## src/hdl/port_ctrl_regs.svh

```systemverilog
/*
 Register indices, field positions, reset values and pin layout of the port block.
 Assumes a 32-bit register bus where byte address equals four times the index.
*/
`ifndef PORT_CTRL_REGS_SVH
`define PORT_CTRL_REGS_SVH
`define IDX_PORT_A_DATA 6'h00
`define IDX_PORT_A_DIR 6'h01
`define IDX_PORT_B_DIR 6'h02
`define IDX_PORT_B_DATA 6'h04
`define IDX_PORT_C_DATA 6'h06
`define IDX_PORT_C_DIR 6'h07
`define IDX_PORT_D_DATA 6'h08
`define IDX_PORT_D_DIR 6'h09
`define IDX_SPI_CTRL 6'h28
`define IDX_SCI_CTRL_ONE 6'h2C
`define IDX_OPTIONS_TWO 6'h38
`define IDX_PULLUP_SEL 6'h3D
`define BIT_DATABUS_OD 6
`define BIT_SPI_ON 6
`define BIT_SPI_PINS_OD 5
`define BIT_SPI_MASTER 4
`define BIT_SCI_PINS_OD 6
`define BIT_PULLUP_B 0
`define BIT_PULLUP_C 1
`define MASK_OPTIONS_TWO 8'hDF
`define MASK_SCI_CTRL_ONE 8'hDF
`define MASK_PORT_D 8'h3F
`define MASK_PULLUP_SEL 8'h03
`define RST_BYTE 8'h00
`define ALL_ONES 8'hFF
`define SPI_MASTER_OUTS 3'h6
`define SPI_SLAVE_OUTS 3'h1
`define PIN_A 0
`define PIN_B 8
`define PIN_C 16
`define PIN_D 24
`define PIN_COUNT 30
`endif

```

## src/hdl/port_ctrl_pkg.sv

```systemverilog
/*
 Shared types of the port block.
 Assumes nothing beyond a SystemVerilog compiler.
*/
package port_ctrl_pkg;
   typedef logic [7:0] byte_t;
   typedef logic [5:0] reg_index_t;
   typedef enum logic [1:0] {
      RESP_OKAY = 2'h0,
      RESP_DECERR = 2'h3
   } axi_resp_t;
endpackage

```

## src/hdl/reg_access_if.sv

```systemverilog
/*
 Internal register access path between the bus slave and the register file.
 Assumes both sides run on the same clock.
*/
`timescale 1ns/10ps
interface reg_access_if;
   logic wrEn;
   port_ctrl_pkg::reg_index_t wrIndex;
   port_ctrl_pkg::byte_t wrData;
   logic wrHit;
   port_ctrl_pkg::reg_index_t rdIndex;
   port_ctrl_pkg::byte_t rdData;
   logic rdHit;
   modport bus (output wrEn, output wrIndex, output wrData, output rdIndex,
      input wrHit, input rdData, input rdHit);
   modport regs (input wrEn, input wrIndex, input wrData, input rdIndex,
      output wrHit, output rdData, output rdHit);
endinterface

```

## src/hdl/axil_reg_slave.sv

```systemverilog
/*
 AXI4-Lite slave that turns bus accesses into register accesses.
 Assumes 8-bit addresses, one aligned word per register, data in the low byte.
*/
`timescale 1ns/10ps
module axil_reg_slave (
   // Clock and reset.
   input wire logic clock,
   input wire logic rst,
   // Write channels.
   input wire logic awvalid,
   output logic awready,
   input wire logic [7:0] awaddr,
   input wire logic wvalid,
   output logic wready,
   input wire logic [31:0] wdata,
   input wire logic [3:0] wstrb,
   output logic bvalid,
   input wire logic bready,
   output logic [1:0] bresp,
   // Read channels.
   input wire logic arvalid,
   output logic arready,
   input wire logic [7:0] araddr,
   output logic rvalid,
   input wire logic rready,
   output logic [31:0] rdata,
   output logic [1:0] rresp,
   // Register side.
   reg_access_if.bus acc
);
   logic awHave_q, wHave_q, wStrb_q, bValid_q, rValid_q;
   port_ctrl_pkg::reg_index_t awIdx_q;
   port_ctrl_pkg::byte_t wData_q, rData_q;
   port_ctrl_pkg::axi_resp_t bResp_q, rResp_q;
   wire logic awTake, wTake, arTake, doWrite;

   // Address and data are held until both are present; a pending answer blocks new ones.
   assign awready = ~awHave_q & ~bValid_q;
   assign wready = ~wHave_q & ~bValid_q;
   assign arready = ~rValid_q;
   assign awTake = awvalid & awready;
   assign wTake = wvalid & wready;
   assign arTake = arvalid & arready;
   assign doWrite = awHave_q & wHave_q & ~bValid_q;
   assign acc.wrEn = doWrite & wStrb_q;
   assign acc.wrIndex = awIdx_q;
   assign acc.wrData = wData_q;
   assign acc.rdIndex = araddr[7:2];
   assign bvalid = bValid_q;
   assign bresp = bResp_q;
   assign rvalid = rValid_q;
   assign rresp = rResp_q;
   assign rdata = {24'h000000, rData_q};

   // Write path: capture, perform, answer.
   always_ff @(posedge clock or posedge rst) begin
      if (rst) begin
         awHave_q <= 1'b0;
         wHave_q <= 1'b0;
         awIdx_q <= 6'h00;
         wData_q <= 8'h00;
         wStrb_q <= 1'b0;
         bValid_q <= 1'b0;
         bResp_q <= port_ctrl_pkg::RESP_OKAY;
      end else begin
         awHave_q <= doWrite ? 1'b0 : (awHave_q | awTake);
         wHave_q <= doWrite ? 1'b0 : (wHave_q | wTake);
         if (awTake) awIdx_q <= awaddr[7:2];
         if (wTake) wData_q <= wdata[7:0];
         if (wTake) wStrb_q <= wstrb[0];
         if (doWrite) bResp_q <= acc.wrHit ? port_ctrl_pkg::RESP_OKAY : port_ctrl_pkg::RESP_DECERR;
         bValid_q <= doWrite | (bValid_q & ~bready);
      end
   end

   // Read path: data sampled on the address handshake, held until taken.
   always_ff @(posedge clock or posedge rst) begin
      if (rst) begin
         rValid_q <= 1'b0;
         rData_q <= 8'h00;
         rResp_q <= port_ctrl_pkg::RESP_OKAY;
      end else begin
         if (arTake) rData_q <= acc.rdHit ? acc.rdData : 8'h00;
         if (arTake) rResp_q <= acc.rdHit ? port_ctrl_pkg::RESP_OKAY : port_ctrl_pkg::RESP_DECERR;
         rValid_q <= arTake | (rValid_q & ~rready);
      end
   end
endmodule // axil_reg_slave

```

## src/hdl/pin_output_stage.sv

```systemverilog
/*
 Registered output stage for all port pins, with open-drain conversion per pin.
 Assumes the pad resolves the level from the output and its enable.
*/
`timescale 1ns/10ps
`include "port_ctrl_regs.svh"
module pin_output_stage (
   // Clock and reset.
   input wire logic clock,
   input wire logic rst,
   // Requested drive per pin.
   input wire logic [`PIN_COUNT-1:0] want,
   input wire logic [`PIN_COUNT-1:0] value,
   input wire logic [`PIN_COUNT-1:0] openDrain,
   // Pad side.
   output logic [`PIN_COUNT-1:0] pinOut,
   output logic [`PIN_COUNT-1:0] pinOe
);
   logic [`PIN_COUNT-1:0] oe_d, out_d;

   // An open-drain pin only pulls low and releases for a one.
   for (genvar i = 0; i < `PIN_COUNT; i++) begin : g_pin
      assign oe_d[i] = want[i] & ~(openDrain[i] & value[i]);
      assign out_d[i] = value[i] & ~openDrain[i];
   end

   // Pads start released.
   always_ff @(posedge clock or posedge rst) begin
      if (rst) begin
         pinOe <= '0;
         pinOut <= '0;
      end else begin
         pinOe <= oe_d;
         pinOut <= out_d;
      end
   end
endmodule // pin_output_stage

```

## src/hdl/parallel_port_direction_control.sv

```systemverilog
/*
 Parallel port register file and pin direction logic for ports A to D.
 Assumes an AXI4-Lite master, an external bus controller in expanded mode, and
 SPI and SCI engines that supply pin values and use the control registers exported here.
*/
// Local design decision: the AXI4-Lite interface to the registers.
`timescale 1ns/10ps
`include "port_ctrl_regs.svh"

module parallel_port_direction_control (
   // Clock and reset.
   input wire logic clock,
   input wire logic rst,
   // AXI4-Lite write channels.
   input wire logic awvalid,
   output logic awready,
   input wire logic [7:0] awaddr,
   input wire logic wvalid,
   output logic wready,
   input wire logic [31:0] wdata,
   input wire logic [3:0] wstrb,
   output logic bvalid,
   input wire logic bready,
   output logic [1:0] bresp,
   // AXI4-Lite read channels.
   input wire logic arvalid,
   output logic arready,
   input wire logic [7:0] araddr,
   output logic rvalid,
   input wire logic rready,
   output logic [31:0] rdata,
   output logic [1:0] rresp,
   // Operating mode, high in expanded or test mode.
   input wire logic modeExpanded,
   // External bus controller.
   input wire logic [7:0] extAddrHigh,
   input wire logic [7:0] extDataOut,
   input wire logic extDataDrive,
   output logic [7:0] extDataIn,
   // Serial engines.
   input wire logic [2:0] spiPinOut,
   input wire logic sciTxEnable,
   input wire logic sciTxData,
   input wire logic sciRxEnable,
   output logic [7:0] serialPeripheralControl,
   output logic [7:0] asyncSerialControlOne,
   output logic [7:0] systemOptionsTwo,
   // Pads: A bits 7..0, B 15..8, C 23..16, D 29..24.
   input wire logic [29:0] pinIn,
   output logic [29:0] pinOut,
   output logic [29:0] pinOe,
   output logic [15:0] pullUpEnable
);
   // Register access path shared with the bus slave.
   reg_access_if acc ();

   port_ctrl_pkg::byte_t dataA_q, dirA_q, dataB_q, dirB_q, dataC_q, dirC_q;
   port_ctrl_pkg::byte_t dataD_q, dirD_q, spiCtrl_q, sciCtrl_q, optTwo_q, pullSel_q;
   port_ctrl_pkg::byte_t inA, inB, inC, inD, readA, readB, readC, readD;
   logic [7:0] wantB, valB, wantC, valC;
   logic [5:0] wantD, valD;
   logic [`PIN_COUNT-1:0] wantAll, valAll, odAll;
   wire logic wrA, wrDirA, wrB, wrDirB, wrC, wrDirC, wrD, wrDirD;
   wire logic wrSpi, wrSci, wrOpt, wrPull, rdHitRaw, wrHitRaw, busPortIdxRd, busPortIdxWr;
   wire logic spiOn, spiMaster, spiPinsOd, sciPinsOd, databusOd;
   wire logic [2:0] spiOuts;

   // Bus slave that turns AXI4-Lite accesses into register accesses.
   axil_reg_slave u_slave (
      .clock(clock), .rst(rst),
      .awvalid(awvalid), .awready(awready), .awaddr(awaddr),
      .wvalid(wvalid), .wready(wready), .wdata(wdata), .wstrb(wstrb),
      .bvalid(bvalid), .bready(bready), .bresp(bresp),
      .arvalid(arvalid), .arready(arready), .araddr(araddr),
      .rvalid(rvalid), .rready(rready), .rdata(rdata), .rresp(rresp),
      .acc(acc.bus)
   );

   // Index is inside the register map.
   function automatic logic knownIndex(input port_ctrl_pkg::reg_index_t idx);
      knownIndex = (idx == `IDX_PORT_A_DATA) || (idx == `IDX_PORT_A_DIR) ||
         (idx == `IDX_PORT_B_DIR) || (idx == `IDX_PORT_B_DATA) ||
         (idx == `IDX_PORT_C_DATA) || (idx == `IDX_PORT_C_DIR) ||
         (idx == `IDX_PORT_D_DATA) || (idx == `IDX_PORT_D_DIR) ||
         (idx == `IDX_SPI_CTRL) || (idx == `IDX_SCI_CTRL_ONE) ||
         (idx == `IDX_OPTIONS_TWO) || (idx == `IDX_PULLUP_SEL);
   endfunction

   // In expanded mode the address and data port latches leave the map.
   assign busPortIdxRd = (acc.rdIndex == `IDX_PORT_B_DATA) || (acc.rdIndex == `IDX_PORT_C_DATA);
   assign busPortIdxWr = (acc.wrIndex == `IDX_PORT_B_DATA) || (acc.wrIndex == `IDX_PORT_C_DATA);
   assign rdHitRaw = knownIndex(acc.rdIndex);
   assign wrHitRaw = knownIndex(acc.wrIndex);
   assign acc.rdHit = rdHitRaw & ~(modeExpanded & busPortIdxRd);
   assign acc.wrHit = wrHitRaw & ~(modeExpanded & busPortIdxWr);

   // Write strobes per register.
   assign wrA = acc.wrEn && acc.wrIndex == `IDX_PORT_A_DATA;
   assign wrDirA = acc.wrEn && acc.wrIndex == `IDX_PORT_A_DIR;
   assign wrB = acc.wrEn && acc.wrHit && acc.wrIndex == `IDX_PORT_B_DATA;
   assign wrDirB = acc.wrEn && acc.wrIndex == `IDX_PORT_B_DIR;
   assign wrC = acc.wrEn && acc.wrHit && acc.wrIndex == `IDX_PORT_C_DATA;
   assign wrDirC = acc.wrEn && acc.wrIndex == `IDX_PORT_C_DIR;
   assign wrD = acc.wrEn && acc.wrIndex == `IDX_PORT_D_DATA;
   assign wrDirD = acc.wrEn && acc.wrIndex == `IDX_PORT_D_DIR;
   assign wrSpi = acc.wrEn && acc.wrIndex == `IDX_SPI_CTRL;
   assign wrSci = acc.wrEn && acc.wrIndex == `IDX_SCI_CTRL_ONE;
   assign wrOpt = acc.wrEn && acc.wrIndex == `IDX_OPTIONS_TWO;
   assign wrPull = acc.wrEn && acc.wrIndex == `IDX_PULLUP_SEL;

   // Port output latches; a write updates the latch whatever the direction.
   always_ff @(posedge clock or posedge rst) begin
      if (rst) begin
         dataA_q <= `RST_BYTE;
         dataB_q <= `RST_BYTE;
         dataC_q <= `RST_BYTE;
         dataD_q <= `RST_BYTE;
      end else begin
         if (wrA) dataA_q <= acc.wrData;
         if (wrB) dataB_q <= acc.wrData;
         if (wrC) dataC_q <= acc.wrData;
         if (wrD) dataD_q <= acc.wrData & `MASK_PORT_D;
      end
   end

   // Direction registers, all inputs after reset.
   always_ff @(posedge clock or posedge rst) begin
      if (rst) begin
         dirA_q <= `RST_BYTE;
         dirB_q <= `RST_BYTE;
         dirC_q <= `RST_BYTE;
         dirD_q <= `RST_BYTE;
      end else begin
         if (wrDirA) dirA_q <= acc.wrData;
         if (wrDirB) dirB_q <= acc.wrData;
         if (wrDirC) dirC_q <= acc.wrData;
         if (wrDirD) dirD_q <= acc.wrData & `MASK_PORT_D;
      end
   end

   // Control registers; unimplemented bits stay zero.
   always_ff @(posedge clock or posedge rst) begin
      if (rst) begin
         spiCtrl_q <= `RST_BYTE;
         sciCtrl_q <= `RST_BYTE;
         optTwo_q <= `RST_BYTE;
         pullSel_q <= `RST_BYTE;
      end else begin
         if (wrSpi) spiCtrl_q <= acc.wrData;
         if (wrSci) sciCtrl_q <= acc.wrData & `MASK_SCI_CTRL_ONE;
         if (wrOpt) optTwo_q <= acc.wrData & `MASK_OPTIONS_TWO;
         if (wrPull) pullSel_q <= acc.wrData & `MASK_PULLUP_SEL;
      end
   end

   // Control fields used by the pin logic.
   assign spiOn = spiCtrl_q[`BIT_SPI_ON];
   assign spiMaster = spiCtrl_q[`BIT_SPI_MASTER];
   assign spiPinsOd = spiCtrl_q[`BIT_SPI_PINS_OD];
   assign sciPinsOd = sciCtrl_q[`BIT_SCI_PINS_OD];
   assign databusOd = optTwo_q[`BIT_DATABUS_OD];
   assign serialPeripheralControl = spiCtrl_q;
   assign asyncSerialControlOne = sciCtrl_q;
   assign systemOptionsTwo = optTwo_q;

   // Pin levels split per port.
   assign inA = pinIn[`PIN_A +: 8];
   assign inB = pinIn[`PIN_B +: 8];
   assign inC = pinIn[`PIN_C +: 8];
   assign inD = {2'h0, pinIn[`PIN_D +: 6]};
   assign extDataIn = inC;

   // Data reads show the pin for inputs and the latch for outputs.
   assign readA = (inA & ~dirA_q) | (dataA_q & dirA_q);
   assign readB = (inB & ~dirB_q) | (dataB_q & dirB_q);
   assign readC = (inC & ~dirC_q) | (dataC_q & dirC_q);
   assign readD = (inD & ~dirD_q) | (dataD_q & dirD_q);

   // Read data selection.
   assign acc.rdData =
      (acc.rdIndex == `IDX_PORT_A_DATA) ? readA :
      (acc.rdIndex == `IDX_PORT_A_DIR) ? dirA_q :
      (acc.rdIndex == `IDX_PORT_B_DIR) ? dirB_q :
      (acc.rdIndex == `IDX_PORT_B_DATA) ? readB :
      (acc.rdIndex == `IDX_PORT_C_DATA) ? readC :
      (acc.rdIndex == `IDX_PORT_C_DIR) ? dirC_q :
      (acc.rdIndex == `IDX_PORT_D_DATA) ? readD :
      (acc.rdIndex == `IDX_PORT_D_DIR) ? dirD_q :
      (acc.rdIndex == `IDX_SPI_CTRL) ? spiCtrl_q :
      (acc.rdIndex == `IDX_SCI_CTRL_ONE) ? sciCtrl_q :
      (acc.rdIndex == `IDX_OPTIONS_TWO) ? optTwo_q :
      (acc.rdIndex == `IDX_PULLUP_SEL) ? pullSel_q : `RST_BYTE;

   // Address port: general I/O in single-chip mode, high address otherwise.
   assign wantB = modeExpanded ? `ALL_ONES : dirB_q;
   assign valB = modeExpanded ? extAddrHigh : dataB_q;

   // Data port: general I/O in single-chip mode, external data bus otherwise.
   assign wantC = modeExpanded ? {8{extDataDrive}} : dirC_q;
   assign valC = modeExpanded ? extDataOut : dataC_q;

   // Serial port receive and transmit pins follow the SCI when it uses them.
   assign wantD[0] = sciRxEnable ? 1'b0 : dirD_q[0];
   assign valD[0] = dataD_q[0];
   assign wantD[1] = sciTxEnable | dirD_q[1];
   assign valD[1] = sciTxEnable ? sciTxData : dataD_q[1];

   // SPI pins: SPI inputs are forced in, SPI outputs still need the direction bit.
   assign spiOuts = spiMaster ? `SPI_MASTER_OUTS : `SPI_SLAVE_OUTS;
   assign wantD[4:2] = spiOn ? (spiOuts & dirD_q[4:2]) : dirD_q[4:2];
   assign valD[4:2] = spiOn ? spiPinOut : dataD_q[4:2];

   // Select pin: ignored direction as slave, fault input or output as master.
   assign wantD[5] = (spiOn & ~spiMaster) ? 1'b0 : dirD_q[5];
   assign valD[5] = dataD_q[5];

   // Whole pin vectors for the output stage.
   assign wantAll = {wantD, wantC, wantB, dirA_q};
   assign valAll = {valD, valC, valB, dataA_q};
   assign odAll = {{4{spiPinsOd}}, {2{sciPinsOd}}, {8{databusOd}}, 16'h0000};

   // Registered pad drivers with per-pin open-drain conversion.
   pin_output_stage u_pins (
      .clock(clock), .rst(rst),
      .want(wantAll), .value(valAll), .openDrain(odAll),
      .pinOut(pinOut), .pinOe(pinOe)
   );

   // Pull-ups only in single-chip mode and only on pins that are inputs.
   assign pullUpEnable[7:0] = (modeExpanded | ~pullSel_q[`BIT_PULLUP_B]) ? `RST_BYTE : ~dirB_q;
   assign pullUpEnable[15:8] = (modeExpanded | ~pullSel_q[`BIT_PULLUP_C]) ? `RST_BYTE : ~dirC_q;
endmodule // parallel_port_direction_control

```

## config.mk

```make
export PLATFORM = sky130hd
export DESIGN_NAME = parallel_port_direction_control
export DESIGN_NICKNAME = d
export VERILOG_FILES = /design/src/hdl/port_ctrl_pkg.sv /design/src/hdl/reg_access_if.sv /design/src/hdl/axil_reg_slave.sv /design/src/hdl/pin_output_stage.sv /design/src/hdl/parallel_port_direction_control.sv
export VERILOG_INCLUDE_DIRS = /design/src /design/src/hdl
export SDC_FILE = /design/constraint.sdc
export NUM_CORES = 1
export LEC_CHECK = 0
export ABC_CLOCK_PERIOD_IN_PS = 6200
export BUFFER_PORTS_ARGS = -buffer_cell sky130_fd_sc_hd__buf_2
export CORE_ASPECT_RATIO = 1.2
export CORE_MARGIN = 4
export CORE_UTILIZATION = 56
export CTS_CLUSTER_SIZE = 20
export DETAILED_ROUTE_END_ITERATION = 10
export GPL_TIMING_DRIVEN = 0
export HOLD_SLACK_MARGIN = 0.02
export PLACE_DENSITY_LB_ADDON = 0.2
export SLEW_MARGIN = 20
export SYNTH_ARGS = -nofsm -noshare
export SYNTH_HDL_FRONTEND = slang
export SYNTH_HIERARCHICAL = 1
export SYNTH_SLANG_ARGS = --single-unit
```

## constraint.sdc

```tcl
create_clock -name clock -period 6.2 [get_ports clock]
set_input_delay 0.31 -clock clock [delete_from_list [all_inputs] [get_ports clock]]
set_output_delay 0.31 -clock clock [all_outputs]
set_load 0.005 [all_outputs]
```

==> impl_metrics.toml, run 1 <==
[detailed_routing]
vias = 6873
drtPass1Iterations = 5
post_drt_wl_per_cell_um = 19.61
drc = 0
drtIter0Drc = 577
drt_wl_total_um = 24830
drt.antenna.violating_nets = 0
via_per_inst = 5.429

[clocking]
cts_made_buffers = 17
holdBufCountCts = 1
h-tree-depth = 4
clockBufferDepth = 2
clk_latency_ns = 0.43
clk_pin_slew_ns = 0.06
cts_tree = "built"
cts.repair.resized = 0
cts_setup_buffers = 0
root_buffer = "clkbuf_16"
clock-sinks = 173

[global_route]
grt.total_usage_pct = 28.64
antenna_found_initial = 1
grt_max_degree = 54
overflow = 0
grt_pass1_wl_um = 37820
first_global_vias = 6940

[layout]
layout.cells.non_filler = 1266
largest_registers = "u_pins/pinOe x30, u_pins/pinOut x30"
fin_nets = 1163
fill_cells = 1214
layout-drive-gt1-share_pct = 43.22
antenna_cells_inserted = 0
syn_to_final_growth_pct = 24.85

[run]
max_cap_viol_count = 0

[synth]
synth_edf_count = 0
synth-compound-area-share_pct = 10.73
synth.distinct_cells = 67
ys_seq_elements = 173
synth_flop_cell = "dfrtp_1"
synth_adder_area_share_pct = 0
yosysSeqAreaShare_pct = 49.89
synth-xor-area-share_pct = 0
ys_async_sr_fraction_pct = 100.0
avgSynthCellArea_um2 = 11.21
synth_area_um2 = 8677
syn_inst = 774
muxShareOfSynthArea_pct = 18.00
synth_top_family_by_area = "multiplexers"
synth_warnings = 6
synthSimpleGateAreaFrac_pct = 14.09

[sta]
relSlewSlack_pct = 45.87
tns_ns = 0
final_hold_viol_count = 0
period_minus_slack_ns = 2.592
fmax_mhz = 385.8
tightestPinTransition_ns = 0.8119
skew_ns = 0.006325
setup_viol = 0
min_period_over_period_pct = 41.81
rsz0062_at_grt = "no"
maxSlewViolCount = 0
worst_slack_ns = 3.608

[setup_path]
cp_data_arrival_time_ns = 2.90
critPathKind = "flip-flop to flip-flop"
critPathRequiredTime_ns = 6.51
critPathLaunchType = "flip-flop"
cp-end-kind = "flip-flop"
path_max_fanout = 8

[die]
dieArea_um2 = 17560
row_count = 49
initial_core_util_pct = 57.53
die_y_um = 144.4
core_region_area_um2 = 15080
io_pins = 262
die_x_um = 121.6

[power_and_ir_drop]
p_leak_nw = 5.632
pwr-share-clk_pct = 29.6
p_switching_mw = 1.228
switching_share_pct = 31.90
p_int_mw = 2.622
power.total_mw = 3.851
ir_worst_vdd_v = 0.0003344
seqPwrFrac_pct = 44.6
pwr_density_cell_nw_per_um2 = 355.5
combPwrFrac_pct = 25.8

[placement]
post-place-cells = 1234
place_congestion = 0.9600
dp_hpwl_um = 18520
dpl_worst_slack_ns = 3.644
port_buffers = 198

[outcome]
run_status = "complete, no violations"

[min_path]
hold_path.class = "input port to flip-flop"
==> power groups by stage <==
stage / sequential [mW] / clock (mW) / combinational (mW)
after floorplan: 1.64 / 0 / 0.610
after global placement: 1.72 / 0 / 0.949
after detailed placement: 1.73 / 0 / 0.979
after CTS: 1.71 / 1.15 / 0.997
after global routing: 1.76 / 1.20 / 1.09
final: 1.72 / 1.14 / 0.994
==> worst max-delay path: stages, from the launching register on <==
cell      delay, ns
dfrtp_1        0.39
buf_6          0.14
nand3b_1       0.23
nor2_1         0.24
nor2b_1        0.32
nand2_1        0.10
nor2_1         0.14
and3_1         0.16
clkbuf_1       0.34
mux2_2         0.41
==> cells in the final DEF, fill, tap and decap left out, types with 8 or more instances in the layout <==
cell type,Yosys,routed
buf_2,7,205
dfrtp_1,173,173
mux2_2,120,120
conb_1,2,58
nor2_1,45,45
buf_4,43,43
o21ai_0,38,38
nand2_1,35,35
a21boi_0,32,32
and2b_2,30,30
inv_1,31,28
clkbuf_1,26,26
a21oi_1,24,24
mux2i_1,21,21
clkbuf_16,0,17
nor3_1,13,13
nand3_1,11,11
nand2b_1,11,11
or2_2,10,10
a31oi_1,8,8
==> per-layer routing <==
metal | share of wire [%] | vias up | global-route usage (%)
li1 | - | 3172 | -
met1 | 40 | 3331 | 37.21
met2 | 50 | 318 | 48.18
met3 | 7.1 | 50 | 5.556
met4 | 2.8 | 2 | 10.21
met5 | 0.056 | - | 0
==> worst paths after layout <==
| path | cells past startpoint | slack (ns) | startpoint | end |
|---|---|---|---|---|
| max in group asynchronous | 4 | 5.12 | rst | dataA_q[2] |
| worst min register to register | 1 | 0.52 | dataD_q[5] | u_pins/pinOe[29] |
| worst max-delay path | 9 | 3.61 | u_slave/bvalid | systemOptionsTwo[6] |
| min in group asynchronous | 3 | 0.46 | rst | u_pins/pinOut[21] |
| worst min-delay path | 2 | 0.04 | rready | u_slave/rvalid |
| worst max register to register | 9 | 3.61 | u_slave/bvalid | systemOptionsTwo[6] |
==> Yosys cell counts, drive strengths merged (2+ instances only) <==
cell,count,area [um2]
mux2,120,1351
or4b,2,20.02
and3b,2,18.77
o22ai,4,25.02
nor4,5,46.29
nor2b,7,43.79
and3,3,18.77
o21a,2,15.01
o211ai,4,30.03
a22o,2,17.52
nand2,35,131.4
nand3b,3,22.52
o221ai,2,17.52
nor4b,3,41.29
and2b,31,270.3
nor2,46,180.2
clkbuf,27,102.6
a211oi,2,15.01
nand4,6,37.54
or2,10,62.56
or4,2,15.01
a31oi,8,50.05
a21boi,32,240.2
a21oi,24,120.1
nand3,11,55.05
and2,3,18.77
o41ai,2,25.03
a22oi,7,52.55
conb,2,7.510
dfrtp,173,4329
o21ai,38,190.2
inv,31,116.4
and4,2,17.52
mux2i,21,210.2
nor3b,5,53.80
buf,55,406.6
nor3,14,81.33
nand2b,11,68.82
o22a,2,17.52
a21o,3,23.77
==> final cells by class <==
cell class | instances | area [um2] | share of cell area (%)
plain buffers | 82 | 509.2 | 4.701
clock buffers | 23 | 508.0 | 4.689
clock inverters | 8 | 128.9 | 1.190
inverters | 31 | 121.4 | 1.120
multi-input cells | 544 | 3933 | 36.30
flip-flops and latches | 173 | 4329 | 39.96
well taps | 204 | 255.2 | 2.356
repair buffers | 201 | 1049 | 9.679
==> kinds of logic (layout without fill, tap and decap cells) <==
family | count (synthesis) | after routing
other cells | 2 | 58
compound gates | 142 | 142
mux | 141 | 141
simple gates | 203 | 203
buf+inv | 113 | 345
flops | 173 | 173
==> stage by stage <==
stage               instance area (um2)  hold WS (ns)  utilization [%]
CTS                               10830       0.03486            71.83
detailed placement                10190        0.3666            67.54
global placement                  10130        0.4827            67.19
global route                      10830       0.05828            71.83
floorplan                          8887        0.3881                -
finish                            10830       0.04175            71.83
No activity file was read; power rests on OpenSTA's default activity.
==> run 2, diff against run 1 <==
--- a/config.mk
+++ b/config.mk
@@ -6,11 +6,12 @@
 export SDC_FILE = /design/constraint.sdc
 export NUM_CORES = 1
 export LEC_CHECK = 0
-export ABC_CLOCK_PERIOD_IN_PS = 6200
+export ABC_AREA = 1
+export ABC_CLOCK_PERIOD_IN_PS = 2100
 export BUFFER_PORTS_ARGS = -buffer_cell sky130_fd_sc_hd__buf_2
 export CORE_ASPECT_RATIO = 1.2
 export CORE_MARGIN = 4
-export CORE_UTILIZATION = 56
+export CORE_UTILIZATION = 47
 export CTS_CLUSTER_SIZE = 20
 export DETAILED_ROUTE_END_ITERATION = 10
 export GPL_TIMING_DRIVEN = 0
==> constraint.sdc (replaced) <==
create_clock -name clock -period 2.1 [get_ports clock]
set_input_delay 0.105 -clock clock [delete_from_list [all_inputs] [get_ports clock]]
set_output_delay 0.105 -clock clock [all_outputs]
set_load 0.005 [all_outputs]
==> impl_metrics.toml, run 2 <==
[synth]
yosysTopAreaCellShare_pct = 50.63
synth_warnings = 6
synth_commonest_cells = "nand2_1 (337), dfrtp_1 (173), inv_1 (145)"
synth_flop_cell = "dfrtp_1"
yosysSeqAreaShare_pct = 50.63
post-synth-top-count-cell = "nand2_1"
ys_seq_elements = 173
synth_edf_count = 0
synthTopCellsByArea = "dfrtp_1 (51%), nand2_1 (15%), inv_1 (6.4%), o21ai_0 (5.9%), nor2_1 (4.0%)"
ys_async_sr_fraction_pct = 100.0
syn_inst = 1097
yosys.area.top_type = "dfrtp_1"
synth_area_um2 = 8551
avgSynthCellArea_um2 = 7.795
synth.distinct_cells = 33

[placement]
dp_hpwl_um = 20210
place_congestion = 0.9358
port_buffers = 196
post-place-cells = 1572
dpl_worst_slack_ns = -0.1712
place_area_um2 = 10090

[clocking]
clk_pin_slew_ns = 0.07
cts_tree = "built"
clockBufferDepth = 2
clock-sinks = 173
root_buffer = "clkbuf_16"
clk_latency_ns = 0.43
cts_made_buffers = 17
h-tree-depth = 4

[layout]
syn_to_final_growth_pct = 30.33
fill_cells = 1592
final_common_cell = "nand2_1"
layout.cells.non_filler = 1646
multi_input_area_um2 = 3422
layout-drive-gt1-share_pct = 22.58
postLayoutCellArea_um2 = 11140
antenna_cells_inserted = 0
largest_registers = "u_pins/pinOe x30, u_pins/pinOut x30"
fin_nets = 1527
finish.utilization_pct = 62.94
mostFrequentLayoutCells = "nand2_1 (337), buf_2 (202), dfrtp_1 (173)"
ff_latch_area_um2 = 4329

[min_path]
hold_depth = 4
hold_path.class = "input port to flip-flop"

[sta]
rsz0062_at_grt = "no"
maxSlewViolCount = 0
skew_ns = 0.009558
whs_ns = 0.04037
min_period_over_period_pct = 92.14
relSlewSlack_pct = 57.07
period_minus_slack_ns = 1.935
setup_viol = 0
final_hold_viol_count = 0
worst_slack_ns = 0.1650
fmax_mhz = 516.8
tns_ns = 0
tightestPinTransition_ns = 0.6426

[power_and_ir_drop]
power.total_mw = 11.54
seqPwrFrac_pct = 43.5
p_leak_nw = 6.114
p_int_mw = 7.264
ir_worst_vdd_v = 0.0006874
combPwrFrac_pct = 28.2
switching_share_pct = 37.03
pwr-share-clk_pct = 28.2
p_switching_mw = 4.272
pwr_density_cell_nw_per_um2 = 1035

[global_route]
antenna_found_initial = 0
first_global_vias = 7814
grt.total_usage_pct = 25.94
grt_max_degree = 56
overflow = 0
grt_pass1_wl_um = 41440

[die]
core_region_area_um2 = 17710
initial_core_util_pct = 48.29
die_x_um = 131.1
die_y_um = 155.8
row_count = 53
io_pins = 262
dieArea_um2 = 20420

[run]
max_cap_viol_count = 0

[setup_path]
path_max_fanout = 10
cp_data_arrival_time_ns = 2.28
cp-end-kind = "flip-flop"
critPathRequiredTime_ns = 2.44
critPathKind = "flip-flop to flip-flop"
r2r_cells = 8
critPathLaunchType = "flip-flop"

[detailed_routing]
drtPass1Iterations = 5
vias = 8018
drc = 0
via_per_inst = 4.871
post_drt_wl_per_cell_um = 15.98
drtIter0Drc = 521
drt_wl_total_um = 26300
drt.antenna.violating_nets = 0

[outcome]
run_status = "complete, no violations"
[run 2: cell count changes in the layout (fill, tap and decap cells not counted), sizes merged, moves of 31 or more]
cell | before | now
nand4 | 6 | 38
nand2 | 35 | 342
a21oi | 24 | 59
and2b | 31 | 0
o21ai | 38 | 102
mux2 | 120 | 2
nor2 | 46 | 104
dlygate4sd3 | 1 | 41
inv | 32 | 148
a21boi | 32 | 0
[run 2: worst max-delay path: stages (launching register included)]
cell and delay [ns]:
dfrtp_1 0.45, inv_1 0.15, nand3_2 0.12, nor2_4 0.20, inv_1 0.13, or2_1 0.24
clkbuf_1 0.20, buf_6 0.19, o21ai_0 0.17
[run 2: cell families after synthesis]
logic type,Yosys count,share of synthesized area [%]
AO/OA/AOI/OAI,172,10.37
buffers and inverters,218,12.01
flip-flops,173,50.63
multiplexers,2,0.2634
other,2,0.08783
AND/OR/NAND/NOR,530,26.63
[run 2: what timing repair did]
item	4_1_cts	5_1_grt
pin swaps	0	2
resized for setup	2	8
hold endpoints to repair	121	0
setup endpoints to repair	36	50
hold buffers	41	0
setup buffers	0	2
[run 2: area by class of cell]
| class | count | share of cell area, % |
|---|---|---|
| sequential | 173 | 38.85 |
| multi-input combinational | 762 | 30.71 |
| timing repair buffer | 242 | 13.23 |
| inverter | 150 | 5.108 |
| buffer | 68 | 4.210 |
| clock buffer | 19 | 3.974 |
| tap | 220 | 2.470 |
| clock inverter | 12 | 1.460 |
[run 2: final timing paths]
kind	from	end	slack, ns
max	u_slave/bvalid	dirC_q[1]	0.16
min	arvalid	u_slave/rData_q[5]	0.04
max reg2reg	u_slave/bvalid	dirC_q[1]	0.16
min reg2reg	dataC_q[7]	dataC_q[7]	0.47
max in group asynchronous	rst	dataD_q[5]	1.17
min in group asynchronous	rst	u_pins/pinOut[1]	0.17
[run 2: power groups by stage]
stage                     sequential [mW]  combinational, mW  clock [mW]
after global placement               5.03               3.04           0
after floorplan                      4.78               1.96           0
after global routing                 5.12               3.65        3.44
after detailed placement             5.05               3.12           0
final                                5.02               3.26        3.26
after CTS                            5.00               3.22        3.29
[run 2: per-layer routing]
layer / global-route usage (%) / part of all wire (%)
met5: 0 / 0
met4: 9.905 / 3.2
met3: 5.968 / 6.8
met2: 44.96 / 50
met1: 31.87 / 40
